<file path="src/adc_ctrl_pkg.sv">
// Shared constants for the converter clock, reference and sequence control
package adc_ctrl_pkg;
  // ----------------------------------------------------------------------
  // Register offsets
  // ----------------------------------------------------------------------
  localparam logic [2:0] OFS_CONV_CONTROL_0 = 3'h0;
  localparam logic [2:0] OFS_CONV_CONTROL_1 = 3'h1;
  localparam logic [2:0] OFS_CONV_CONTROL_2 = 3'h2;
  localparam logic [2:0] OFS_ANALOG_PIN_SEL = 3'h3;
  localparam logic [2:0] OFS_RESULT_HIGH = 3'h4;
  localparam logic [2:0] OFS_RESULT_LOW = 3'h5;
  localparam logic [2:0] OFS_INT_STATUS = 3'h6;
  localparam logic [2:0] OFS_INT_MASK = 3'h7;
  // ----------------------------------------------------------------------
  // Field positions
  // ----------------------------------------------------------------------
  localparam int C0_START = 7;
  localparam int C0_BUSY = 6;
  localparam int C0_POWER = 5;
  localparam int C0_ALIGN = 4;
  localparam int C1_SRC_LSB = 5;
  localparam int C2_AMP_EN = 7;
  localparam int C2_BG_EN = 6;
  localparam int C2_REF_IN = 5;
  localparam int C2_REF_OUT = 4;
  localparam int INT_DONE = 0;
  // ----------------------------------------------------------------------
  // Reset values
  // ----------------------------------------------------------------------
  localparam logic [7:0] RST_CTRL = 8'h00;
  localparam logic [7:0] RST_ANALOG_PIN_SEL = 8'hFF;
  // ----------------------------------------------------------------------
  // Sequence timing in conversion clocks
  // ----------------------------------------------------------------------
  localparam logic [3:0] SAMPLE_CLKS = 4'h4;
  localparam logic [3:0] CONVERT_CLKS = 4'hC;
  // ----------------------------------------------------------------------
  // Reference, input source and sequencer state decode
  // ----------------------------------------------------------------------
  localparam logic [1:0] REF_SUPPLY = 2'h0;
  localparam logic [1:0] REF_PIN = 2'h1;
  localparam logic [1:0] REF_BANDGAP = 2'h2;
  localparam logic [2:0] SRC_EXT_A = 3'h0;
  localparam logic [2:0] SRC_EXT_B = 3'h4;
  typedef enum logic [1:0] {
    ST_IDLE = 2'b00,
    ST_HOLD = 2'b01,
    ST_SAMPLE = 2'b10,
    ST_CONVERT = 2'b11
  } seq_state_t;
endpackage

</file>
<file path="src/adc_clock_ref_and_sequence_ctrl.sv">
// Converter clock divider, reference select, pin muxing and conversion sequencer
//
// Our own choices: the strobed register port and the address map.
`timescale 1ns/10ps
module adc_clock_ref_and_sequence_ctrl (
  // Clock and reset
  input wire logic core_clk,
  input wire logic resetn,
  // Register port
  input wire logic [2:0] reg_addr,
  input wire logic [7:0] reg_wdata,
  input wire logic reg_wr,
  input wire logic reg_rd,
  output logic [7:0] reg_rdata,
  // Port logic settings
  input wire logic [7:0] port_a_direction,
  input wire logic [7:0] port_b_direction,
  input wire logic [7:0] port_a_pullup,
  input wire logic [7:0] port_b_pullup,
  // Effective pin configuration
  output logic [7:0] port_a_dir_eff,
  output logic [7:0] port_b_dir_eff,
  output logic [7:0] port_a_pullup_eff,
  output logic [7:0] port_b_pullup_eff,
  output logic [7:0] analog_pin_en,
  output logic ref_in_pin_func,
  output logic ref_out_pin_func,
  // Analog front end
  input wire logic [11:0] afe_data,
  output logic afe_power,
  output logic afe_reset,
  output logic afe_clk_en,
  output logic afe_sampling,
  output logic afe_converting,
  output logic [7:0] afe_channel,
  output logic afe_ext_chan_en,
  output logic [2:0] afe_input_src,
  output logic [1:0] afe_ref_src,
  output logic [2:0] afe_ref_gain,
  output logic afe_ref_amp_en,
  output logic afe_bandgap_en,
  output logic afe_ref_pin_connect,
  // Status
  output logic conv_busy_flag,
  output logic irq
);
  import adc_ctrl_pkg::*;

  // ----------------------------------------------------------------------
  // Functions
  // ----------------------------------------------------------------------
  // Reference source from the select code
  function automatic logic [1:0] ref_src_of(input logic [3:0] code);
    if (code >= 4'b0001 && code <= 4'b0100) begin
      ref_src_of = REF_PIN;
    end else if (code >= 4'b1010 && code <= 4'b1100) begin
      ref_src_of = REF_BANDGAP;
    end else begin
      ref_src_of = REF_SUPPLY;
    end
  endfunction

  // Amplifier gain 1..4; supply bypasses the amplifier
  function automatic logic [2:0] ref_gain_of(input logic [3:0] code);
    if (code >= 4'b0001 && code <= 4'b0100) begin
      ref_gain_of = code[2:0];
    end else if (code >= 4'b1010 && code <= 4'b1100) begin
      ref_gain_of = 3'(code[2:0] - 3'h0);
    end else begin
      ref_gain_of = 3'h1;
    end
  endfunction

  // ----------------------------------------------------------------------
  // Register file
  // ----------------------------------------------------------------------
  logic start_reg;
  logic power_reg;
  logic align_reg;
  logic [2:0] channel_sel_reg;
  logic [2:0] input_source_sel_reg;
  logic [2:0] conv_clk_div_sel_reg;
  logic [7:0] ctrl2_reg;
  logic [7:0] analog_pin_select_bits_reg;
  logic [7:0] int_mask_reg;
  logic int_done_reg;
  logic [11:0] result_reg;
  seq_state_t state_reg;
  logic [3:0] cnt_reg;
  logic [6:0] presc_reg;
  logic [11:0] data_s1_reg;
  logic [11:0] data_s2_reg;
  logic tick;
  logic launch;
  logic conv_done;
  logic wr_c0;

  assign wr_c0 = reg_wr && (reg_addr == OFS_CONV_CONTROL_0);

  // Software controls; the start bit is plain storage, edges decoded below
  always_ff @(posedge core_clk or negedge resetn) begin
    if (!resetn) begin
      start_reg <= 1'b0;
      power_reg <= 1'b0;
      align_reg <= 1'b0;
      channel_sel_reg <= 3'h0;
      input_source_sel_reg <= 3'h0;
      conv_clk_div_sel_reg <= 3'h0;
      ctrl2_reg <= RST_CTRL;
      analog_pin_select_bits_reg <= RST_ANALOG_PIN_SEL;
      int_mask_reg <= RST_CTRL;
    end else if (reg_wr) begin
      if (reg_addr == OFS_CONV_CONTROL_0) begin
        start_reg <= reg_wdata[C0_START];
        power_reg <= reg_wdata[C0_POWER];
        align_reg <= reg_wdata[C0_ALIGN];
        channel_sel_reg <= reg_wdata[2:0];
      end else if (reg_addr == OFS_CONV_CONTROL_1) begin
        input_source_sel_reg <= reg_wdata[C1_SRC_LSB +: 3];
        conv_clk_div_sel_reg <= reg_wdata[2:0];
      end else if (reg_addr == OFS_CONV_CONTROL_2) begin
        ctrl2_reg <= reg_wdata;
      end else if (reg_addr == OFS_ANALOG_PIN_SEL) begin
        analog_pin_select_bits_reg <= reg_wdata;
      end else if (reg_addr == OFS_INT_MASK) begin
        int_mask_reg <= reg_wdata;
      end
    end
  end

  // Start edges: high-to-low after high launches, low-to-high resets
  assign launch = wr_c0 && start_reg && !reg_wdata[C0_START] && power_reg;
  logic start_rise;
  assign start_rise = wr_c0 && !start_reg && reg_wdata[C0_START];

  // Read mux, data one cycle after the strobe; unmapped reads give zero
  always_ff @(posedge core_clk or negedge resetn) begin
    if (!resetn) begin
      reg_rdata <= 8'h00;
    end else if (reg_rd) begin
      if (reg_addr == OFS_CONV_CONTROL_0) begin
        reg_rdata <= {start_reg, conv_busy_flag, power_reg, align_reg, 1'b0, channel_sel_reg};
      end else if (reg_addr == OFS_CONV_CONTROL_1) begin
        reg_rdata <= {input_source_sel_reg, 2'b00, conv_clk_div_sel_reg};
      end else if (reg_addr == OFS_CONV_CONTROL_2) begin
        reg_rdata <= ctrl2_reg;
      end else if (reg_addr == OFS_ANALOG_PIN_SEL) begin
        reg_rdata <= analog_pin_select_bits_reg;
      end else if (reg_addr == OFS_RESULT_HIGH) begin
        reg_rdata <= align_reg ? {4'h0, result_reg[11:8]} : result_reg[11:4];
      end else if (reg_addr == OFS_RESULT_LOW) begin
        reg_rdata <= align_reg ? result_reg[7:0] : {result_reg[3:0], 4'h0};
      end else if (reg_addr == OFS_INT_STATUS) begin
        reg_rdata <= {7'h00, int_done_reg};
      end else if (reg_addr == OFS_INT_MASK) begin
        reg_rdata <= int_mask_reg;
      end else begin
        reg_rdata <= 8'h00;
      end
    end else begin
      reg_rdata <= 8'h00;
    end
  end

  // ----------------------------------------------------------------------
  // Conversion clock
  // ----------------------------------------------------------------------
  // Prescaler restarts at launch so the first sample clock has a full period
  always_ff @(posedge core_clk or negedge resetn) begin
    if (!resetn) begin
      presc_reg <= 7'h00;
    end else if (launch || start_rise || !power_reg) begin
      presc_reg <= 7'h00;
    end else begin
      presc_reg <= 7'(presc_reg + 7'h01);
    end
  end

  logic [6:0] div_mask;
  assign div_mask = 7'((8'h01 << conv_clk_div_sel_reg) - 8'h01);
  assign tick = ((presc_reg & div_mask) == div_mask);

  // ----------------------------------------------------------------------
  // Sequencer
  // ----------------------------------------------------------------------
  // Runs on its own after launch; the register port is never stalled
  // Gated like the sequencer so an abort or relaunch in the last clock raises no status
  assign conv_done = (state_reg == ST_CONVERT) && tick && power_reg && !start_rise && !launch
    && (cnt_reg == 4'(CONVERT_CLKS - 4'h1));

  always_ff @(posedge core_clk or negedge resetn) begin
    if (!resetn) begin
      state_reg <= ST_IDLE;
      cnt_reg <= 4'h0;
    end else if (!power_reg) begin
      state_reg <= ST_IDLE;
      cnt_reg <= 4'h0;
    end else if (start_rise) begin
      state_reg <= ST_HOLD;
      cnt_reg <= 4'h0;
    end else if (launch) begin
      state_reg <= ST_SAMPLE;
      cnt_reg <= 4'h0;
    end else begin
      case (state_reg)
        ST_SAMPLE: begin
          if (tick) begin
            if (cnt_reg == 4'(SAMPLE_CLKS - 4'h1)) begin
              state_reg <= ST_CONVERT;
              cnt_reg <= 4'h0;
            end else begin
              cnt_reg <= 4'(cnt_reg + 4'h1);
            end
          end
        end
        ST_CONVERT: begin
          if (conv_done) begin
            state_reg <= ST_IDLE;
            cnt_reg <= 4'h0;
          end else if (tick) begin
            cnt_reg <= 4'(cnt_reg + 4'h1);
          end
        end
        ST_HOLD: begin
          state_reg <= ST_HOLD;
        end
        default: begin
          state_reg <= ST_IDLE;
        end
      endcase
    end
  end

  // Front end word passes two flops; it is stable by the last convert clock
  always_ff @(posedge core_clk or negedge resetn) begin
    if (!resetn) begin
      data_s1_reg <= 12'h000;
      data_s2_reg <= 12'h000;
    end else begin
      data_s1_reg <= afe_data;
      data_s2_reg <= data_s1_reg;
    end
  end

  // Result is cleared while the converter is powered down
  always_ff @(posedge core_clk or negedge resetn) begin
    if (!resetn) begin
      result_reg <= 12'h000;
    end else if (!power_reg) begin
      result_reg <= 12'h000;
    end else if (conv_done) begin
      result_reg <= data_s2_reg;
    end
  end

  // Busy flag and completion event; a new done beats a same-cycle clear
  always_ff @(posedge core_clk or negedge resetn) begin
    if (!resetn) begin
      conv_busy_flag <= 1'b0;
      int_done_reg <= 1'b0;
      irq <= 1'b0;
    end else begin
      if (launch) begin
        conv_busy_flag <= 1'b1;
      end else if (conv_done || start_rise || !power_reg) begin
        conv_busy_flag <= 1'b0;
      end
      if (conv_done) begin
        int_done_reg <= 1'b1;
      end else if (reg_wr && reg_addr == OFS_INT_STATUS && reg_wdata[INT_DONE]) begin
        int_done_reg <= 1'b0;
      end
      irq <= int_done_reg && int_mask_reg[INT_DONE];
    end
  end

  // ----------------------------------------------------------------------
  // Front end controls, reference and pins
  // ----------------------------------------------------------------------
  logic [1:0] code_src;
  logic bg_en;
  logic ext_sel;
  assign code_src = ref_src_of(ctrl2_reg[3:0]);
  assign bg_en = ctrl2_reg[C2_BG_EN];
  assign ext_sel = (input_source_sel_reg == SRC_EXT_A) || (input_source_sel_reg == SRC_EXT_B);

  always_ff @(posedge core_clk or negedge resetn) begin
    if (!resetn) begin
      afe_power <= 1'b0;
      afe_reset <= 1'b1;
      afe_clk_en <= 1'b0;
      afe_sampling <= 1'b0;
      afe_converting <= 1'b0;
      afe_channel <= 8'h00;
      afe_ext_chan_en <= 1'b0;
      afe_input_src <= 3'h0;
      afe_ref_src <= REF_SUPPLY;
      afe_ref_gain <= 3'h1;
      afe_ref_amp_en <= 1'b0;
      afe_bandgap_en <= 1'b0;
      afe_ref_pin_connect <= 1'b0;
      ref_in_pin_func <= 1'b0;
      ref_out_pin_func <= 1'b0;
    end else begin
      afe_power <= power_reg;
      afe_reset <= !power_reg || (state_reg == ST_HOLD);
      afe_clk_en <= tick && (state_reg == ST_SAMPLE || state_reg == ST_CONVERT);
      afe_sampling <= (state_reg == ST_SAMPLE);
      afe_converting <= (state_reg == ST_CONVERT);
      afe_channel <= ext_sel ? 8'(8'h01 << channel_sel_reg) : 8'h00;
      afe_ext_chan_en <= ext_sel;
      afe_input_src <= input_source_sel_reg;
      // Pin code with bandgap also enabled falls to the bandgap alone
      afe_ref_src <= (code_src == REF_PIN && bg_en) ? REF_BANDGAP : code_src;
      afe_ref_gain <= ref_gain_of(ctrl2_reg[3:0]);
      afe_ref_amp_en <= ctrl2_reg[C2_AMP_EN];
      afe_bandgap_en <= bg_en;
      afe_ref_pin_connect <= (code_src == REF_PIN) && !bg_en && ctrl2_reg[C2_REF_IN];
      ref_in_pin_func <= ctrl2_reg[C2_REF_IN];
      ref_out_pin_func <= ctrl2_reg[C2_REF_OUT];
    end
  end

  // Pin map: bits 0-2 and 7 on port B 0-3, bits 3-6 on port A 4-7
  logic [7:0] sel_a;
  logic [7:0] sel_b;
  assign sel_a = {analog_pin_select_bits_reg[6:3], 4'h0};
  assign sel_b = {4'h0, analog_pin_select_bits_reg[7], analog_pin_select_bits_reg[2:0]};

  always_ff @(posedge core_clk or negedge resetn) begin
    if (!resetn) begin
      port_a_dir_eff <= 8'hFF;
      port_b_dir_eff <= 8'hFF;
      port_a_pullup_eff <= 8'h00;
      port_b_pullup_eff <= 8'h00;
      analog_pin_en <= 8'h00;
    end else begin
      port_a_dir_eff <= port_a_direction | sel_a;
      port_b_dir_eff <= port_b_direction | sel_b;
      port_a_pullup_eff <= port_a_pullup & ~sel_a;
      port_b_pullup_eff <= port_b_pullup & ~sel_b;
      analog_pin_en <= analog_pin_select_bits_reg;
    end
  end
endmodule

</file>
<file path="config.mk">
export PLATFORM = sky130hd
export DESIGN_NAME = adc_clock_ref_and_sequence_ctrl
export DESIGN_NICKNAME = d
export VERILOG_FILES = /design/src/adc_ctrl_pkg.sv /design/src/adc_clock_ref_and_sequence_ctrl.sv
export SDC_FILE = /design/constraint.sdc
export NUM_CORES = 1
export LEC_CHECK = 0
export BUFFER_PORTS_ARGS = -buffer_cell sky130_fd_sc_hd__buf_2
export CAP_MARGIN = 20
export CELL_PAD_IN_SITES_DETAIL_PLACEMENT = 1
export CELL_PAD_IN_SITES_GLOBAL_PLACEMENT = 2
export CORE_ASPECT_RATIO = 0.6
export CORE_UTILIZATION = 36
export DETAILED_ROUTE_END_ITERATION = 6
export GPL_TIMING_DRIVEN = 0
export PLACE_DENSITY = 0.84
export SYNTH_ARGS = -nofsm -noshare
export SYNTH_HDL_FRONTEND = slang
export SYNTH_SLANG_ARGS = --single-unit
</file>
<file path="constraint.sdc">
create_clock -name core_clk -period 3.5 [get_ports core_clk]
set_clock_uncertainty 0.15 [all_clocks]
set_input_delay 0.7 -clock core_clk [delete_from_list [all_inputs] [get_ports core_clk]]
set_output_delay 0.7 -clock core_clk [all_outputs]
set_load 0.02 [all_outputs]
</file>
==> results_dict.tcl <==
set metrics [dict create \
    status "complete, no violations" \
    fin_crit_sh 0.8814 \
    initial_core_util 0.3761 \
    grt_pass1_wl_um 25460 \
    grt_max_degree 94 \
    final_layout_size_suffix_gt1_frac 0.3952 \
    avgRoutedWirePerCell_um 18.45 \
    synth_nets 529 \
    p_clk_frac 0.366 \
    antenna_found_initial 1 \
    drcViolationCount 0 \
    internal_power_uw 3398 \
    met1_usage 0.2584 \
    switching_share 0.3041 \
    cts_made_buffers 17 \
    synthTopCellsByArea "dfrtp_1 (55%), dfstp_2 (11%), mux2_2 (5.6%), mux2i_1 (3.7%), nor2_1 (2.6%)" \
    cts_tree "done" \
    end_kind "flip-flop" \
    rsz0062_at_grt "no" \
    crit_type "flip-flop to flip-flop" \
    die_y_um 103.9 \
    synth.avg_cell_area_um2 13.43 \
    cts_resized 0 \
    fin_hold_ws_ns 0.1999 \
    use_met2 0.2923 \
    core_area_um2 16580 \
    grt_overflow 0 \
    ant_nets 0 \
    yosysSeqAreaShare 0.6596 \
    busiest_layer "met2" \
    p_sw_uw 1485 \
    arrival_ns 3.23 \
    synth_cell_types 62 \
    first_pass_iters 4 \
    cts_max_level 4 \
    num_vias 4247 \
    io_pins 136 \
    tightest_slew_ns 0.9054 \
    cts_max_path_buffers 2 \
    clk-insertion-delay-late_ns 0.43 \
    seqCellArea_um2 4111 \
    cellLeakagePower_uw 0.003749 \
    die_w_um 171.9 \
    track_usage 0.1878 \
    n_fill_cell 1807 \
    ys_seq_elements 163 \
    synth_edf_count 0 \
    post-cts-setup-buffers 0 \
    io_buffers 133 \
    vdd_drop_max_mv 0.2995 \
    area_growth_syn_to_layout_pct 24.89 \
    fp-row-count 36 \
    drt_iter0_markers 247 \
    synth_top_area_cell "dfrtp_1" \
    gp_congestion 0.7883 \
    slew_viol_final 0 \
    hold_buffers 0 \
    vias_per_cell 4.950 \
    dieArea_um2 17860 \
    clk_pin_slew_ns 0.07 \
    final_nets 682 \
    dp_hpwl_um 11340 \
    relSlewSlack 0.3938 \
    ys.flop_type "dfrtp_1" \
    total_power_uw 4883 \
    cp.required_ns 3.65 \
    syn_area_um2 6233 \
    synthArstFlopShare 1.000 \
    drv_cap 0 \
    p_per_area_nw_per_um2 627.3 \
    fin_util 0.4697 \
    finalWirelength_um 15830 \
    seq_power_share 0.471 \
    grt_use_met3 0.04604 \
    combPwrFrac 0.162 \
    antennaDiodeCount 0 \
    grt_pass1_vias 4655 \
    cts_sinks 163 \
    timing.fmax_mhz 324.2 \
    critPathLaunchType "flip-flop" \
    final_cell_area_um2 7785 \
    synth_warnings 0 \
    crit_path_max_fanout 10 \
    min_path_type "flip-flop to flip-flop" \
    finalHoldViolations 0 \
    period_minus_slack_ns 3.085 \
    synth_top_area_frac 0.5500 \
    setup_viol 0 \
    clockRootBuffer "clkbuf_16" \
    syn_inst 464 \
    post_dp_cell_area_um2 7218 \
    multi_input_area_um2 1994 \
]
cells in the mapped netlist (2+ instances only):
cell type  count
dfrtp_1      137
nor2_1        44
mux2_2        31
dfstp_2       26
nand2_1       26
mux2i_1       23
a21oi_1       13
nand3_1       13
nor2b_1       13
clkbuf_1      11
o21ai_0       10
mux2_1         9
or2_2          8
inv_1          7
ha_1           6
and2_1         5
a31oi_1        4
nand2b_1       4
nor3_1         4
o211ai_1       4
o31ai_1        4
xor2_1         4
a22oi_1        3
buf_2          3
mux4_2         3
nor4_1         3
o22ai_1        3
xnor2_1        3
and3_1         2
buf_1          2
buf_6          2
nor3b_2        2
o211a_1        2
o21bai_1       2
cell families (layout without fill, tap and decap cells):
family | Yosys count | count (layout) | share of synthesized area
fa+ha+maj | 6 | 6 | 0.01204
mux | 66 | 66 | 0.1200
simple gates | 137 | 137 | 0.1152
xor+xnor | 7 | 7 | 0.009836
compound gates | 57 | 57 | 0.06283
buf+inv | 28 | 194 | 0.02047
flops | 163 | 163 | 0.6596
through the flow:
stage          TNS (ns)  setup slack, ns  std cells
6_report              0           0.4152        858
5_1_grt               0           0.2698        858
4_1_cts               0           0.4217        858
3_5_place_dp          0           0.4457        826
3_3_place_gp     -92.42          -0.7003        825
2_1_floorplan         0           0.9003        464
metal layers:
layer / share of wire / vias to the layer above
li1: - / 1922
met1: 0.46 / 2168
met2: 0.46 / 136
met3: 0.067 / 21
met4: 0.011 / 0
met5: 0 / -
cell usage in the layout (no fill, tap or decap), types with 2 or more instances in the layout:
master     netlist  final
buf_2            3    135
a21oi_1         13     13
and2_1           5      5
inv_1            7      7
inv_6            0      4
buf_1            2      2
a31oi_1          4      4
o31ai_1          4      4
xor2_1           4      4
mux2_1           9      9
o21bai_1         2      2
o211ai_1         4      4
or2_2            8      8
nand2_1         26     26
clkbuf_16        0     17
buf_6            2      3
dfrtp_1        137    137
o211a_1          2      2
nor3_1           4      4
mux2_2          31     31
o22ai_1          3      3
a22oi_1          3      3
xnor2_1          3      3
inv_8            0      5
nor4_1           3      3
nand2b_1         4      4
mux2i_1         23     23
and3_1           2      2
clkinv_4         0      2
nor3b_2          2      2
clkbuf_1        11     11
mux4_2           3      3
nand3_1         13     13
nor2_1          44     44
nor2b_1         13     13
ha_1             6      6
dfstp_2         26     26
o21ai_0         10     10
clkinv_1         1      2
power by group through the flow:
stage / sequential [uW] / combinational (uW) / clock (uW)
2_1_floorplan: 2430 / 347 / 0
4_1_cts: 2310 / 802 / 1840
5_1_grt: 2340 / 860 / 1900
3_3_place_gp: 2320 / 753 / 0
6_report: 2300 / 793 / 1790
3_5_place_dp: 2340 / 796 / 0
final cells by class:
| cell class | instances | share of cell area |
|---|---|---|
| Sequential cell | 163 | 0.5281 |
| Multi-Input combinational cell | 273 | 0.2562 |
| Timing Repair Buffer | 134 | 0.08984 |
| Clock buffer | 17 | 0.05464 |
| Tap cell | 228 | 0.03664 |
| Clock inverter | 15 | 0.01816 |
| Buffer | 19 | 0.01205 |
| Inverter | 9 | 0.004339 |
critical path, cell delays in order, from the launching register on:
cell and delay, ns:
dfrtp_1 0.49, or3_2 0.53, ha_1 0.28, xor2_1 0.20, a32oi_2 0.37, nand3_2 0.33
buf_2 0.33, mux2i_1 0.20, nor2_1 0.05
worst paths after layout:
path | from | end | slack (ns) | cells after the start
hold / removal | data_s1_reg[10] | data_s2_reg[10] | 0.20 | 0
hold reg to reg | data_s1_reg[10] | data_s2_reg[10] | 0.20 | 0
min in group asynchronous | resetn | presc_reg[5] | 0.21 | 1
setup reg to reg | conv_clk_div_sel_reg[2] | result_reg[7] | 0.42 | 8
setup / recovery | conv_clk_div_sel_reg[2] | result_reg[7] | 0.42 | 8
max in group asynchronous | resetn | port_a_dir_eff[5] | 2.10 | 2
Note: power is estimated with default switching activity, not from simulation.
